**src/camac_loader_pkg.sv**
```systemverilog
// Constants and types for the listener-loaded dataway bridge
`default_nettype none
package camac_loader_pkg;
  localparam int CLOCK_MHZ = 200;
  localparam int T_S1_ON_NS = 400;
  localparam int T_S1_OFF_NS = 600;
  localparam int T_S2_ON_NS = 750;
  localparam int T_S2_OFF_NS = 850;
  localparam int T_CYCLE_NS = 1000;
  localparam int T_FAST_GAP_NS = 2000;
  localparam int T_SLOW_GAP_NS = 40000;
  localparam int S1_ON_CYC = (T_S1_ON_NS * CLOCK_MHZ + 999) / 1000;
  localparam int S1_OFF_CYC = (T_S1_OFF_NS * CLOCK_MHZ + 999) / 1000;
  localparam int S2_ON_CYC = (T_S2_ON_NS * CLOCK_MHZ + 999) / 1000;
  localparam int S2_OFF_CYC = (T_S2_OFF_NS * CLOCK_MHZ + 999) / 1000;
  localparam int CYCLE_CYC = (T_CYCLE_NS * CLOCK_MHZ + 999) / 1000;
  localparam int FAST_GAP_CYC = (T_FAST_GAP_NS * CLOCK_MHZ + 999) / 1000;
  localparam int SLOW_GAP_CYC = (T_SLOW_GAP_NS * CLOCK_MHZ + 999) / 1000;
  localparam int GAP_W = 14;
  // Bus command groups
  localparam logic [1:0] LISTEN_GROUP = 2'h1;
  localparam logic [1:0] TALK_GROUP = 2'h2;
  localparam logic [4:0] UNADDR_CODE = 5'h1f;
  // Register indices in load order
  localparam logic [2:0] REG_FUNCTION = 3'h0;
  localparam logic [2:0] REG_SUBADDR = 3'h1;
  localparam logic [2:0] REG_STATION = 3'h2;
  localparam logic [2:0] REG_DATA_LO = 3'h3;
  localparam logic [2:0] REG_DATA_MID = 3'h4;
  localparam logic [2:0] REG_DATA_HI = 3'h5;
  localparam logic [2:0] REG_COUNT = 3'h6;
  localparam logic [7:0] REG_RESET = 8'h00;
  // Setup byte fields
  localparam int SETUP_FLAG_BIT = 7;
  localparam int SETUP_INIT_BIT = 6;
  localparam int SETUP_CLEAR_BIT = 5;
  localparam int SETUP_INHIBIT_BIT = 4;
  localparam int SETUP_SLOW_BIT = 3;
  localparam int SETUP_BLOCK_BIT = 2;
  localparam int SETUP_WIDTH_LSB = 0;
  // Status byte fields and the write function group
  localparam int STATUS_X_BIT = 0;
  localparam int STATUS_Q_BIT = 2;
  localparam logic [1:0] WRITE_GROUP = 2'h2;

  typedef struct packed {
    logic init;
    logic clear;
    logic inhibit;
    logic slow;
    logic block;
    logic [1:0] width;
  } mode_type;
  localparam mode_type MODE_RESET = '{1'b0, 1'b0, 1'b0, 1'b0, 1'b0, 2'h1};

  typedef struct packed {
    logic [4:0] n;
    logic [3:0] a;
    logic [4:0] f;
    logic [23:0] w;
    logic c;
    logic z;
    logic i;
  } dw_cmd_type;

  typedef struct packed {
    logic q;
    logic x;
    logic [23:0] r;
  } dw_resp_type;

  typedef enum logic [2:0] {
    TK_IDLE = 3'h0, TK_CYCLE = 3'h1, TK_PICK = 3'h3, TK_RFD = 3'h2,
    TK_ACK = 3'h6, TK_STEP = 3'h7, TK_GAP = 3'h5
  } talk_state_type;

  typedef enum logic [1:0] {DW_IDLE = 2'h0, DW_RUN = 2'h1, DW_END = 2'h3} dw_state_type;
endpackage : camac_loader_pkg
`default_nettype wire

```
**src/dataway_cycle_engine.sv**
```systemverilog
// One dataway cycle: address, strobes, clear/initialise and response capture
`default_nettype none
module dataway_cycle_engine import camac_loader_pkg::*; (
  input wire logic clock,
  input wire logic rst_b,
  input wire logic go,
  input wire dw_cmd_type cmd,
  input wire logic [23:0] dw_r,
  input wire logic dw_q,
  input wire logic dw_x,
  output logic [4:0] dw_n,
  output logic [3:0] dw_a,
  output logic [4:0] dw_f,
  output logic [23:0] dw_w,
  output logic dw_busy,
  output logic dw_s1,
  output logic dw_s2,
  output logic dw_c,
  output logic dw_z,
  output logic dw_i,
  output logic done,
  output dw_resp_type resp
);
  localparam int DONE_LAT = CYCLE_CYC + 1;
  dw_state_type state_q;
  dw_cmd_type cmd_q;
  logic [7:0] cnt_q;
  logic [25:0] in_s1_q, in_s2_q, in_s3_q, in_q;
  logic run, in_s1win, in_s2win, sample, is_write;

  assign run = state_q == DW_RUN;
  assign in_s1win = run && cnt_q >= 8'(S1_ON_CYC) && cnt_q < 8'(S1_OFF_CYC);
  assign in_s2win = run && cnt_q >= 8'(S2_ON_CYC) && cnt_q < 8'(S2_OFF_CYC);
  // Late in S1 so the three-stage input filter has settled
  assign sample = run && cnt_q == 8'(S1_OFF_CYC - 1);
  assign is_write = cmd_q.f[4:3] == WRITE_GROUP;
  assign done = state_q == DW_END;

  always_ff @(posedge clock or negedge rst_b) begin
    if (!rst_b) begin
      in_s1_q <= '0;
      in_s2_q <= '0;
      in_s3_q <= '0;
      in_q <= '0;
    end else begin
      in_s1_q <= {dw_q, dw_x, dw_r};
      in_s2_q <= in_s1_q;
      in_s3_q <= in_s2_q;
      in_q <= (in_s2_q & in_s3_q) | (in_q & (in_s2_q | in_s3_q));
    end
  end

  always_ff @(posedge clock or negedge rst_b) begin
    if (!rst_b) begin
      state_q <= DW_IDLE;
      cnt_q <= '0;
      cmd_q <= '0;
      resp <= '0;
    end else begin
      case (state_q)
        DW_IDLE: begin
          cnt_q <= '0;
          if (go) begin
            cmd_q <= cmd;
            state_q <= DW_RUN;
          end
        end
        DW_RUN: begin
          cnt_q <= cnt_q + 8'h01;
          if (cnt_q == 8'(CYCLE_CYC - 1)) state_q <= DW_END;
        end
        default: state_q <= DW_IDLE;
      endcase
      if (sample) resp <= in_q;
    end
  end

  always_ff @(posedge clock or negedge rst_b) begin
    if (!rst_b) begin
      dw_n <= '0;
      dw_a <= '0;
      dw_f <= '0;
      dw_w <= '0;
      dw_busy <= 1'b0;
      dw_s1 <= 1'b0;
      dw_s2 <= 1'b0;
      dw_c <= 1'b0;
      dw_z <= 1'b0;
      dw_i <= 1'b0;
    end else begin
      dw_n <= run ? cmd_q.n : 5'h00;
      dw_a <= run ? cmd_q.a : 4'h0;
      dw_f <= run ? cmd_q.f : 5'h00;
      dw_w <= (run && is_write) ? cmd_q.w : 24'h000000;
      dw_busy <= run;
      dw_s1 <= in_s1win;
      dw_s2 <= in_s2win;
      dw_c <= in_s2win && cmd_q.c;
      dw_z <= in_s2win && cmd_q.z;
      // Inhibit level only changes when a cycle is issued
      dw_i <= cmd_q.i;
    end
  end

  a_strobe_in_busy: assert property (@(posedge clock) disable iff (!rst_b)
    dw_s1 || dw_s2 |-> dw_busy) else $error("strobe outside busy");
  a_cycle_done_time: assert property (@(posedge clock) disable iff (!rst_b)
    (go && state_q == DW_IDLE) |-> ##DONE_LAT done) else $error("cycle length wrong");
  a_write_lines_map: assert property (@(posedge clock) disable iff (!rst_b)
    (go && state_q == DW_IDLE && cmd.f[4:3] == WRITE_GROUP) |-> ##2
    (dw_w[7:0] == $past(cmd.w[7:0], 2) && dw_w[23:16] == $past(cmd.w[23:16], 2)))
    else $error("write lines not from data bytes");
endmodule : dataway_cycle_engine
`default_nettype wire

```
**src/gpib_camac_loader.sv**
```systemverilog
// Bus-side listener loader, talker read-back and dataway cycle control
`default_nettype none
module gpib_camac_loader import camac_loader_pkg::*; #(
  parameter int SLOW_GAP_CYCLES = SLOW_GAP_CYC
) (
  input wire logic clock,
  input wire logic rst_b,
  input wire logic [7:0] dio_in_b,
  output logic [7:0] dio_out_b,
  output logic dio_oe,
  input wire logic dav_in_b,
  output logic dav_out_b,
  output logic dav_oe,
  input wire logic nrfd_in_b,
  output logic nrfd_out_b,
  output logic nrfd_oe,
  input wire logic ndac_in_b,
  output logic ndac_out_b,
  output logic ndac_oe,
  input wire logic eoi_in_b,
  output logic eoi_out_b,
  output logic eoi_oe,
  input wire logic atn_in_b,
  input wire logic ifc_in_b,
  input wire logic [4:0] addr_sw,
  input wire logic byte_order_rev,
  output logic [4:0] dw_n,
  output logic [3:0] dw_a,
  output logic [4:0] dw_f,
  output logic [23:0] dw_w,
  output logic dw_busy,
  output logic dw_s1,
  output logic dw_s2,
  output logic dw_c,
  output logic dw_z,
  output logic dw_i,
  input wire logic [23:0] dw_r,
  input wire logic dw_q,
  input wire logic dw_x,
  output logic talk_active,
  output logic listen_active
);
  localparam int SW = 19;
  localparam int GAP_MAX = 8200;

  function automatic logic [7:0] pick_byte(input logic [23:0] w, input logic [1:0] n,
                                           input logic [1:0] k, input logic rev);
    logic [1:0] s;
    logic [23:0] sh;
    s = k;
    if (rev && n != 2'h1 && k != 2'h2) s = {1'b0, ~k[0]};
    sh = w >> {s, 3'h0};
    return sh[7:0];
  endfunction : pick_byte

  // Pin filter: three stages, a change counts once stages two and three agree
  logic [SW-1:0] pin_raw, pin_s1_q, pin_s2_q, pin_s3_q, pin_q;
  assign pin_raw = {~dio_in_b, ~dav_in_b, ~nrfd_in_b, ~ndac_in_b, ~atn_in_b, ~ifc_in_b,
                    addr_sw, byte_order_rev};
  always_ff @(posedge clock or negedge rst_b) begin
    if (!rst_b) begin
      pin_s1_q <= '0;
      pin_s2_q <= '0;
      pin_s3_q <= '0;
      pin_q <= '0;
    end else begin
      pin_s1_q <= pin_raw;
      pin_s2_q <= pin_s1_q;
      pin_s3_q <= pin_s2_q;
      pin_q <= (pin_s2_q & pin_s3_q) | (pin_q & (pin_s2_q | pin_s3_q));
    end
  end

  logic [7:0] bus_byte;
  logic dav_s, nrfd_s, ndac_s, atn_s, ifc_s, rev_s;
  logic [4:0] addr_s;
  assign bus_byte = pin_q[18:11];
  assign dav_s = pin_q[10];
  assign nrfd_s = pin_q[9];
  assign ndac_s = pin_q[8];
  assign atn_s = pin_q[7];
  assign ifc_s = pin_q[6];
  assign addr_s = pin_q[5:1];
  assign rev_s = pin_q[0];

  // Acceptor handshake, active while listening or while commands are sent
  logic listen_q, talk_q, ac_wait_q, rx_valid_q, rx_atn_q;
  logic [7:0] rx_q;
  logic participate, take;
  assign participate = atn_s || listen_q;
  assign take = participate && !ac_wait_q && dav_s;
  always_ff @(posedge clock or negedge rst_b) begin
    if (!rst_b) begin
      ac_wait_q <= 1'b0;
      rx_valid_q <= 1'b0;
      rx_atn_q <= 1'b0;
      rx_q <= '0;
    end else begin
      ac_wait_q <= participate && (take || (ac_wait_q && dav_s));
      rx_valid_q <= take;
      if (take) begin
        rx_q <= bus_byte;
        rx_atn_q <= atn_s;
      end
    end
  end
  assign nrfd_out_b = 1'b0;
  assign ndac_out_b = 1'b0;
  assign nrfd_oe = participate && ac_wait_q;
  assign ndac_oe = participate && !ac_wait_q;

  // Addressing commands
  logic cmd_valid, my_listen, unlisten, my_talk, other_talk, restart;
  assign cmd_valid = rx_valid_q && rx_atn_q;
  assign unlisten = cmd_valid && rx_q[6:0] == {LISTEN_GROUP, UNADDR_CODE};
  assign my_listen = cmd_valid && rx_q[6:5] == LISTEN_GROUP && rx_q[4:0] == addr_s && !unlisten;
  assign my_talk = cmd_valid && rx_q[6:5] == TALK_GROUP && rx_q[4:0] == addr_s
                   && rx_q[4:0] != UNADDR_CODE;
  assign other_talk = cmd_valid && rx_q[6:5] == TALK_GROUP && !my_talk;
  assign restart = ifc_s || my_listen || unlisten || my_talk;

  always_ff @(posedge clock or negedge rst_b) begin
    if (!rst_b) begin
      listen_q <= 1'b0;
      talk_q <= 1'b0;
    end else begin
      listen_q <= !(ifc_s || unlisten || my_talk) && (my_listen || listen_q);
      talk_q <= !(ifc_s || other_talk || my_listen) && (my_talk || talk_q);
    end
  end
  assign talk_active = talk_q;
  assign listen_active = listen_q;

  // Register loading
  logic [2:0] ptr_q;
  logic [7:0] regs_q [REG_COUNT];
  logic store_en, is_setup, wr_setup;
  logic [REG_COUNT-1:0] wr_reg;
  mode_type mode_q;
  logic dw_done;
  assign store_en = rx_valid_q && !rx_atn_q && listen_q && ptr_q != REG_COUNT;
  assign is_setup = rx_q[SETUP_FLAG_BIT];
  assign wr_setup = store_en && ptr_q == REG_FUNCTION && is_setup;

  always_ff @(posedge clock or negedge rst_b) begin
    if (!rst_b) ptr_q <= REG_FUNCTION;
    else if (restart) ptr_q <= REG_FUNCTION;
    else if (store_en) ptr_q <= ptr_q + 3'h1;
  end

  for (genvar g = 0; g < REG_COUNT; g++) begin : g_reg
    assign wr_reg[g] = store_en && ptr_q == 3'(g) && !(g == 0 && is_setup);
    always_ff @(posedge clock or negedge rst_b) begin
      if (!rst_b) regs_q[g] <= REG_RESET;
      else if (wr_reg[g]) regs_q[g] <= rx_q;
    end
  end

  logic [7:0] function_or_setup, module_subaddress, station_slot_number;
  logic [7:0] write_data_low, write_data_middle, write_data_high;
  assign function_or_setup = regs_q[REG_FUNCTION];
  assign module_subaddress = regs_q[REG_SUBADDR];
  assign station_slot_number = regs_q[REG_STATION];
  assign write_data_low = regs_q[REG_DATA_LO];
  assign write_data_middle = regs_q[REG_DATA_MID];
  assign write_data_high = regs_q[REG_DATA_HI];

  // Clear and initialise drop after the next cycle; a new setup write wins
  always_ff @(posedge clock or negedge rst_b) begin
    if (!rst_b) mode_q <= MODE_RESET;
    else if (wr_setup) begin
      mode_q.init <= rx_q[SETUP_INIT_BIT];
      mode_q.clear <= rx_q[SETUP_CLEAR_BIT];
      mode_q.inhibit <= rx_q[SETUP_INHIBIT_BIT];
      mode_q.slow <= rx_q[SETUP_SLOW_BIT];
      mode_q.block <= rx_q[SETUP_BLOCK_BIT];
      mode_q.width <= rx_q[SETUP_WIDTH_LSB +: 2];
    end else if (dw_done) begin
      mode_q.init <= 1'b0;
      mode_q.clear <= 1'b0;
    end
  end

  dw_cmd_type dw_cmd;
  dw_resp_type dw_resp;
  assign dw_cmd = '{n: station_slot_number[4:0], a: module_subaddress[3:0],
                    f: function_or_setup[4:0],
                    w: {write_data_high, write_data_middle, write_data_low},
                    c: mode_q.clear, z: mode_q.init, i: mode_q.inhibit};

  // Talker read-back
  talk_state_type tk_q;
  logic [1:0] idx_q, nbytes;
  logic [23:0] word_q;
  dw_resp_type resp_q;
  logic first_q, hold_q, eoi_q, final_q, dw_go_q;
  logic [7:0] out_b_q, status_byte, pick_data;
  logic [GAP_W-1:0] gap_q;
  logic last_idx, send_status, need_cycle, pick_eoi, abort;
  assign nbytes = (mode_q.width == 2'h0) ? 2'h1 : mode_q.width;
  assign last_idx = idx_q == nbytes - 2'h1;
  assign status_byte = (8'(resp_q.x) << STATUS_X_BIT) | (8'(resp_q.q) << STATUS_Q_BIT);
  assign send_status = (!mode_q.block && idx_q == nbytes)
                       || (mode_q.block && first_q && !resp_q.q);
  // The last byte of a block word waits for the next cycle's Q to know its EOI
  assign need_cycle = mode_q.block && !send_status && last_idx && !hold_q;
  assign pick_eoi = send_status || (mode_q.block && last_idx && hold_q && !resp_q.q);
  assign pick_data = send_status ? status_byte
                     : pick_byte(word_q, nbytes, idx_q, rev_s);
  assign abort = !talk_q || ifc_s;

  always_ff @(posedge clock or negedge rst_b) begin
    if (!rst_b) begin
      tk_q <= TK_IDLE;
      idx_q <= '0;
      word_q <= '0;
      resp_q <= '0;
      first_q <= 1'b0;
      hold_q <= 1'b0;
      eoi_q <= 1'b0;
      final_q <= 1'b0;
      out_b_q <= 8'hff;
      gap_q <= '0;
      dw_go_q <= 1'b0;
    end else begin
      dw_go_q <= 1'b0;
      if (abort && tk_q != TK_IDLE) tk_q <= TK_IDLE;
      else begin
        case (tk_q)
          TK_IDLE: if (my_talk) begin
            tk_q <= TK_CYCLE;
            dw_go_q <= 1'b1;
            first_q <= 1'b1;
            hold_q <= 1'b0;
            idx_q <= '0;
          end
          TK_CYCLE: if (dw_done) begin
            resp_q <= dw_resp;
            if (first_q) word_q <= dw_resp.r;
            else hold_q <= 1'b1;
            tk_q <= TK_PICK;
          end
          TK_PICK: if (!atn_s) begin
            first_q <= 1'b0;
            if (need_cycle) begin
              gap_q <= mode_q.slow ? GAP_W'(SLOW_GAP_CYCLES) : GAP_W'(FAST_GAP_CYC);
              tk_q <= TK_GAP;
            end else begin
              out_b_q <= ~pick_data;
              eoi_q <= pick_eoi;
              final_q <= pick_eoi;
              tk_q <= TK_RFD;
            end
          end
          TK_GAP: if (gap_q == '0) begin
            dw_go_q <= 1'b1;
            tk_q <= TK_CYCLE;
          end else gap_q <= gap_q - GAP_W'(1);
          TK_RFD: if (atn_s) tk_q <= TK_PICK;
            else if (!nrfd_s) tk_q <= TK_ACK;
          TK_ACK: if (atn_s) tk_q <= TK_PICK;
            else if (!ndac_s) tk_q <= TK_STEP;
          TK_STEP: if (final_q) tk_q <= TK_IDLE;
            else begin
              if (hold_q) begin
                word_q <= resp_q.r;
                idx_q <= '0;
                hold_q <= 1'b0;
              end else idx_q <= idx_q + 2'h1;
              tk_q <= TK_PICK;
            end
          default: tk_q <= TK_IDLE;
        endcase
      end
    end
  end

  // Byte is presented one state before DAV so the data lines settle first
  assign dio_out_b = out_b_q;
  assign dio_oe = tk_q == TK_RFD || tk_q == TK_ACK;
  assign dav_out_b = 1'b0;
  assign dav_oe = tk_q == TK_ACK;
  assign eoi_out_b = 1'b0;
  assign eoi_oe = dio_oe && eoi_q;

  dataway_cycle_engine u_engine (
    .clock(clock), .rst_b(rst_b), .go(dw_go_q), .cmd(dw_cmd),
    .dw_r(dw_r), .dw_q(dw_q), .dw_x(dw_x),
    .dw_n(dw_n), .dw_a(dw_a), .dw_f(dw_f), .dw_w(dw_w), .dw_busy(dw_busy),
    .dw_s1(dw_s1), .dw_s2(dw_s2), .dw_c(dw_c), .dw_z(dw_z), .dw_i(dw_i),
    .done(dw_done), .resp(dw_resp)
  );

  a_pointer_advance: assert property (@(posedge clock) disable iff (!rst_b)
    (store_en && !restart) |=> ptr_q == $past(ptr_q) + 3'h1) else $error("pointer stuck");
  a_first_byte_func: assert property (@(posedge clock) disable iff (!rst_b)
    (store_en && ptr_q == REG_FUNCTION && !is_setup) |=> function_or_setup == $past(rx_q))
    else $error("function byte lost");
  a_station_order: assert property (@(posedge clock) disable iff (!rst_b)
    (store_en && ptr_q == REG_STATION) |=> station_slot_number == $past(rx_q))
    else $error("station byte misplaced");
  a_regs_hold: assert property (@(posedge clock) disable iff (!rst_b)
    !store_en |=> $stable(write_data_high) && $stable(module_subaddress))
    else $error("register changed without load");
  a_pointer_restart: assert property (@(posedge clock) disable iff (!rst_b)
    restart |=> ptr_q == REG_FUNCTION) else $error("pointer not restarted");
  a_listen_gate: assert property (@(posedge clock) disable iff (!rst_b)
    !listen_q |-> wr_reg == '0) else $error("byte stored while not listener");
  a_overflow_drop: assert property (@(posedge clock) disable iff (!rst_b)
    (ptr_q == REG_COUNT && !restart) |=> ptr_q == REG_COUNT && $stable(write_data_high))
    else $error("overflow byte stored");
  a_eoi_with_data: assert property (@(posedge clock) disable iff (!rst_b)
    eoi_oe |-> dio_oe) else $error("eoi without data");
  a_block_stop: assert property (@(posedge clock) disable iff (!rst_b)
    (tk_q == TK_STEP && final_q && !abort) |=> tk_q == TK_IDLE && !dw_go_q)
    else $error("block did not stop");
  a_gap_bound: assert property (@(posedge clock) disable iff (!rst_b)
    tk_q == TK_GAP |-> gap_q <= GAP_W'(GAP_MAX)) else $error("gap count out of range");

  c_single_word: cover property (@(posedge clock) disable iff (!rst_b)
    tk_q == TK_STEP && final_q && !mode_q.block);
  c_block_word: cover property (@(posedge clock) disable iff (!rst_b)
    tk_q == TK_STEP && hold_q && !final_q);
  c_slow_gap: cover property (@(posedge clock) disable iff (!rst_b)
    tk_q == TK_GAP && mode_q.slow);
endmodule : gpib_camac_loader
`default_nettype wire

```
**config.mk**
```make
export PLATFORM = sky130hd
export DESIGN_NAME = gpib_camac_loader
export DESIGN_NICKNAME = d
export VERILOG_FILES = /design/src/camac_loader_pkg.sv /design/src/dataway_cycle_engine.sv /design/src/gpib_camac_loader.sv
export SDC_FILE = /design/constraint.sdc
export NUM_CORES = 1
export LEC_CHECK = 0
export BUFFER_PORTS_ARGS = -buffer_cell sky130_fd_sc_hd__buf_4
export CORE_AREA = 2 2 166 208
export CTS_BUF_LIST = sky130_fd_sc_hd__clkbuf_4 sky130_fd_sc_hd__clkbuf_8
export DETAILED_ROUTE_END_ITERATION = 8
export DIE_AREA = 0 0 168 210
export GPL_TIMING_DRIVEN = 0
export PLACE_DENSITY = 0.63
export SLEW_MARGIN = 5
export SYNTH_ARGS = -nofsm -noshare
export SYNTH_HDL_FRONTEND = slang
export SYNTH_SLANG_ARGS = --single-unit
```
**constraint.sdc**
```tcl
create_clock -name clock -period 3.47 [get_ports clock]
set_clock_uncertainty 0.15 [all_clocks]
set_input_delay 0.347 -clock clock [delete_from_list [all_inputs] [get_ports clock]]
set_output_delay 0.347 -clock clock [all_outputs]
set_load 0.05 [all_outputs]
```
### Word level (Yosys, flattened, before mapping)

Index checks and enable logic that the tools add are counted.

* bits of input ports: 48
* RAM bits: 0
* bits in latches: 0
* word-level logic and storage cells: 286
* ROM bits: 0
* flip-flop bits (word level): 443
* memories: 0

* div/mod/pow operators: 0
* magnitude comparators: 4
* multiply operators: 0
* bitwise operators: 20
* shifts and indexed selects: 1
* add/subtract/negate cells: 5
* reductions and logical operators: 99
* muxes and demuxes: 53
* equal/unequal tests: 43

Operator list (number)
* $mux 24: 5
* $and 26x26->26: 2
* $or 26x26->26: 2
* $logic_and 1x1->1: 48
* $pmux 24 s2: 1
* $mux 14: 3
* $and 19x19->19: 2
* $or 19x19->19: 2
* $mux 3: 12
* $pmux 14 s2: 1
* $ne 2x2->1 const B: 12
* $shr 24x5->8: 1
* $pmux 3 s7: 1
* $mux 2: 10
* $reduce_and 6->1: 3
* $not 8->8: 2
* $pmux 8 s2: 1
* $eq 3x3->1 const B: 5
* $logic_or 1x1->1: 15
* $ne 3x3->1 const B: 5
* $logic_not 14->1: 1
* $reduce_bool 2->1: 7
* $sub 14x1->14 const B: 1
* $mux 13: 1
* other kinds (38): 82

### Longest topological paths before layout

* word-level depth: 13
* mapped depth: 11
* mapped depth without buffers: 7

### Modules after synthesis

From an unflattened synthesis, not the netlist that was laid out.

* cell total of the unflattened synthesis: 1175
* area, all modules: 16473.3 µm²

By module, submodules not included
* gpib_camac_loader: times used 1, area an instance 9171.3 µm², cells an instance 750, seq. area each 5466.5 µm²
* dataway_cycle_engine: times used 1, area an instance 7302.0 µm², cells an instance 425, seq. area each 5630.4 µm²

### Worst setup path before layout

Ideal clock, no wire load.

* path type: reg-to-reg
* start: register idx_q[0]
* end: register out_b_q[0], in the netlist dio_out_b[0]
* period minus slack after synthesis: 2.463 ns
* library setup time: 0.083 ns
* required time: 3.237 ns
* stages on the path, launching flop included: 11
* data arrival time: 2.230 ns
* setup slack: 1.007 ns
* path through: dfrtp_1 buf_4 inv_1 clkbuf_1 ha_1 and3b_1 clkbuf_1 nor2_1 a22o_1 a21oi_1 a221o_1

* longest elaborated chain between the ends: 9

Ends and longest elaborated chain
* from (decl): RTL line gpib_camac_loader.sv:193 `logic [1:0] idx_q, nbytes;`
* from (signal assigned): RTL line gpib_camac_loader.sv:269 `end else idx_q <= idx_q + 2'h1;`
* branches (longest 9 deep; another with $shr 24x5->8)
* to (signal assigned): RTL line gpib_camac_loader.sv:249 `out_b_q <= ~pick_data;`
* to (decl): RTL line gpib_camac_loader.sv:197 `logic [7:0] out_b_q, status_byte, pick_data;`

Parallel ways; which one is timed is not known.
A chain may end at the register's enable or synchronous reset.

### Worst setup path after layout

Same ends and word-level chain as after synthesis.

==> flow_summary.rst <==
.. list-table::
   :header-rows: 1

   * - Metric
     - Value
   * - Worst reg2reg setup slack
     - 0.56 ns
   * - Place WS
     - 0.593 ns
   * - Final setup margin
     - 0.564 ns
   * - Internal Pwr Total
     - 8260 uW
   * - Die area
     - 35300 sq um
   * - Yosys warns
     - 0
   * - Overall power consumption
     - 10700 uW
   * - Floorplan die width
     - 168 um
   * - Pin count of the biggest net entering global routing
     - 122
   * - Slew @ Worst Pin
     - 0.787 ns
   * - Diodes inserted
     - 0
   * - Overall die height
     - 210 um
   * - Total of flip-flops plus latches after synthesis
     - 443
   * - Largest area contributor in the netlist
     - dfrtp_1
   * - Proportion of total power due to net switching
     - 0.227
   * - Share of final-layout standard cells stronger than drive strength 1
     - 0.287
   * - Top-Level Pins
     - 111
   * - Worst voltage drop across the vdd grid
     - 0.426 mV
   * - Relative area change from synthesis to final layout
     - 20.5%
   * - Most common flop cell mapped by yosys
     - dfrtp_1
   * - Cell count of the worst reg-to-reg path
     - 10
   * - Termination of the worst setup path
     - dio_out_b[0]
   * - Sequential fraction of design power
     - 0.510
   * - Number of buffers created by CTS
     - 68
   * - Final Net Count
     - 1446
   * - Worst min-delay path category
     - flip-flop to flip-flop
   * - Drt pass-1 iters
     - 5
   * - Final hold violation count
     - 0
   * - Final Routed Wirelength
     - 29.3 mm
   * - Vias per std cell
     - 5.08
   * - Avg Inst Size Synth
     - 14.1 sq um
   * - Effective utilization at floorplan
     - 0.493
   * - Detail Route Antenna Nets
     - 0
   * - Endpoint kind of the worst setup timing path
     - flip-flop
   * - Gate power share
     - 0.064
   * - Antenna violations before repair
     - 0
   * - Reg2Reg Launch Point
     - idx_q[0]
   * - Type of origin of the critical path
     - flip-flop
   * - Post-Place Cells
     - 1697
   * - Max FO, Critical Path
     - 10
   * - Remaining Overflow, GRT
     - 0
   * - Switching component of the power
     - 2430 uW
   * - Global-route usage over all layers
     - 0.175
   * - Total of buffers placed on input and output ports
     - 105
   * - Sink count of the clock tree
     - 443
   * - Maximum level of the CTS H-tree
     - 3
   * - RSZ-0062 raised after global routing
     - no
   * - First-pass GRT wire length
     - 49.5 mm
   * - Most frequent cells in the layout
     - dfrtp_1, mux2_2, buf_4
   * - Part of the Yosys area used for sequential elements
     - 0.676
   * - Non-Filler Instances
     - 1861
   * - Clk network pwr share
     - 0.426
   * - Part of the cycle the worst path needs
     - 0.837
   * - Routed length per instance
     - 15.7 um
   * - Share of flip-flops with an asynchronous set or reset
     - 1.00
   * - Worst skew pair latency
     - 0.59 ns
   * - Number of unique standard cell types used by synthesis
     - 71
   * - Number of maximum-capacitance constraint violations
     - 0
   * - Min-Delay Startpoint
     - u_engine.in_s1_q[25]
   * - Leakage
     - 0.00953 uW
   * - Gate count of the mapped netlist
     - 1163
   * - Iter 0 DRT Violations
     - 392
   * - Arr. time, crit path
     - 3.27 ns
   * - Final Slew Violations
     - 0
   * - Clock root buffer
     - clkbuf_8
   * - Number of synthesized flops with an enable pin
     - 0
   * - P per Cell Area
     - 541 nW/um^2
   * - Max Fclk
     - 0.344 GHz
   * - Buffers inserted by post-CTS timing repair
     - 0
   * - CTS tree
     - yes
   * - CP Launch Point
     - idx_q[0]
   * - Worst slew margin relative to its limit
     - 0.475
   * - Total number of vias
     - 9462
   * - Required @ worst endpoint
     - 3.83 ns
   * - Number of setup violations in the final report
     - 0
   * - Worst Setup Path Type
     - flip-flop to flip-flop
   * - Post-synth design cell area
     - 16400 sq um
   * - DRC errors left
     - 0
   * - Largest cells by area after synthesis
     - dfrtp_1, mux2_2, maj3_1, mux2i_1, mux2_4
   * - Core Box Area
     - 33300 sq um
   * - Min Tclk post-route
     - 2.91 ns
   * - Share of the synthesized area in the top cell type
     - 0.662
   * - Final HPWL DP
     - 19.4 mm
   * - CTS Buffer Depth
     - 3
   * - Most common library cell in the layout ignoring fill and taps
     - dfrtp_1
   * - Run status
     - completed
   * - Reg-to-Reg End
     - dio_out_b[0]
   * - Vias in the first global route
     - 9795
   * - Final GP Congestion
     - 0.859
   * - Clock-pin transition on the worst setup and hold timing paths
     - 0.06 ns
   * - Cell depth of the worst hold path
     - 0
   * - Number of rows created at floorplan
     - 75
==> sequential cells by signal, indices dropped and copies added, names as in the netlist, 8 cells and up <==
register / flops
pin_s2_q: 19
dio_out_b: 8
word_q: 24
u_engine.resp: 26
write_data_low: 8
u_engine.in_s1_q: 26
pin_s1_q: 19
u_engine.dw_w: 24
u_engine.cmd_q: 41
u_engine.cnt_q: 8
write_data_middle: 8
u_engine.in_s3_q: 26
u_engine.in_q: 26
gap_q: 14
write_data_high: 8
pin_q: 19
u_engine.in_s2_q: 26
resp_q: 26
rx_q: 8
pin_s3_q: 19
==> synthesized netlist by cell type (all sizes together), types with 7 or more instances <==
| cell type | number |
|---|---|
| dfrtp | 434 |
| nor2b | 11 |
| nand2 | 63 |
| a221oi | 7 |
| maj3 | 45 |
| o21ai | 55 |
| nand3 | 13 |
| nor3 | 9 |
| dfstp | 9 |
| mux2 | 144 |
| ha | 8 |
| inv | 35 |
| mux2i | 34 |
| xor2 | 7 |
| and2 | 47 |
| clkbuf | 27 |
| buf | 27 |
| a31oi | 12 |
| nor2 | 45 |
| a21oi | 40 |
==> cell type report <==
type | instances | area (sq um)
multi-input combinational | 634 | 4910
clock buffer | 112 | 1420
fill | 2672 | 13500
clock inverter | 6 | 61.3
buffer | 54 | 284
sequential | 443 | 11100
tap | 423 | 529
inverter | 35 | 131
timing repair buffer | 154 | 1340
==> metal layers <==
| layer | up-vias | global-route usage | part of all wire |
|---|---|---|---|
| met5 | - | 0 | 0 |
| met3 | 69 | 0.0357 | 0.037 |
| met2 | 190 | 0.304 | 0.51 |
| met4 | 0 | 0.0723 | 0.029 |
| li1 | 4500 | - | - |
| met1 | 4703 | 0.215 | 0.42 |
==> cell families after synthesis <==
| logic type | synth area share |
|---|---|
| AOI/OAI and AO/OA | 0.0610 |
| xor gates and xnor gates | 0.00534 |
| adders and majority gates | 0.0335 |
| buffers and inverters | 0.0253 |
| DFF | 0.676 |
| muxes | 0.124 |
| other | 0.000228 |
| and+or+nand+nor | 0.0742 |
==> timing repair <==
action | CTS | global route
endpoints found under the hold margin | 139 | 0
hold buffers | 46 | 0
resized for setup | 0 | 0
==> worst max-delay path, cell delays in order, from the launching register on <==
cell and delay, ns:
dfrtp_1 0.37, buf_4 0.17, inv_1 0.14, clkbuf_1 0.38, ha_1 0.24, and3b_1 0.17, clkbuf_1 0.14, nor2_1 0.42
a22o_1 0.20, a21oi_1 0.09, a221o_1 0.35
==> power by group through the flow <==
stage	logic (uW)	clock network [uW]	registers, uW
after floorplan	354	0	5520
after global placement	628	0	5540
after detailed placement	657	0	5550
after CTS	700	4700	5460
after global routing	767	4940	5470
final	684	4550	5450
==> worst min-delay path by stage <==
stage                           endpoint  slack (ns)
floorplan                      ac_wait_q        -0.1
global placement             pin_s2_q[2]        0.18
detailed placement           pin_s2_q[2]        0.18
CTS                 u_engine.in_s2_q[25]        0.19
global route        u_engine.in_s2_q[25]        0.20
finish              u_engine.in_s2_q[25]        0.19
==> metrics by stage <==
| stage | utilization | instance area, sq um | hold WS [ns] | TNS (ns) |
|---|---|---|---|---|
| 6_report | 0.594 | 19800 | 0.192 | 0 |
| 5_1_grt | 0.594 | 19800 | 0.200 | 0 |
| 4_1_cts | 0.594 | 19800 | 0.193 | 0 |
| 3_5_place_dp | 0.535 | 17800 | 0.185 | 0 |
| 3_3_place_gp | 0.533 | 17700 | 0.182 | -1068.33 |
| 2_1_floorplan | - | 16400 | -0.0986 | 0 |
No activity file was read; power rests on OpenSTA's default activity.
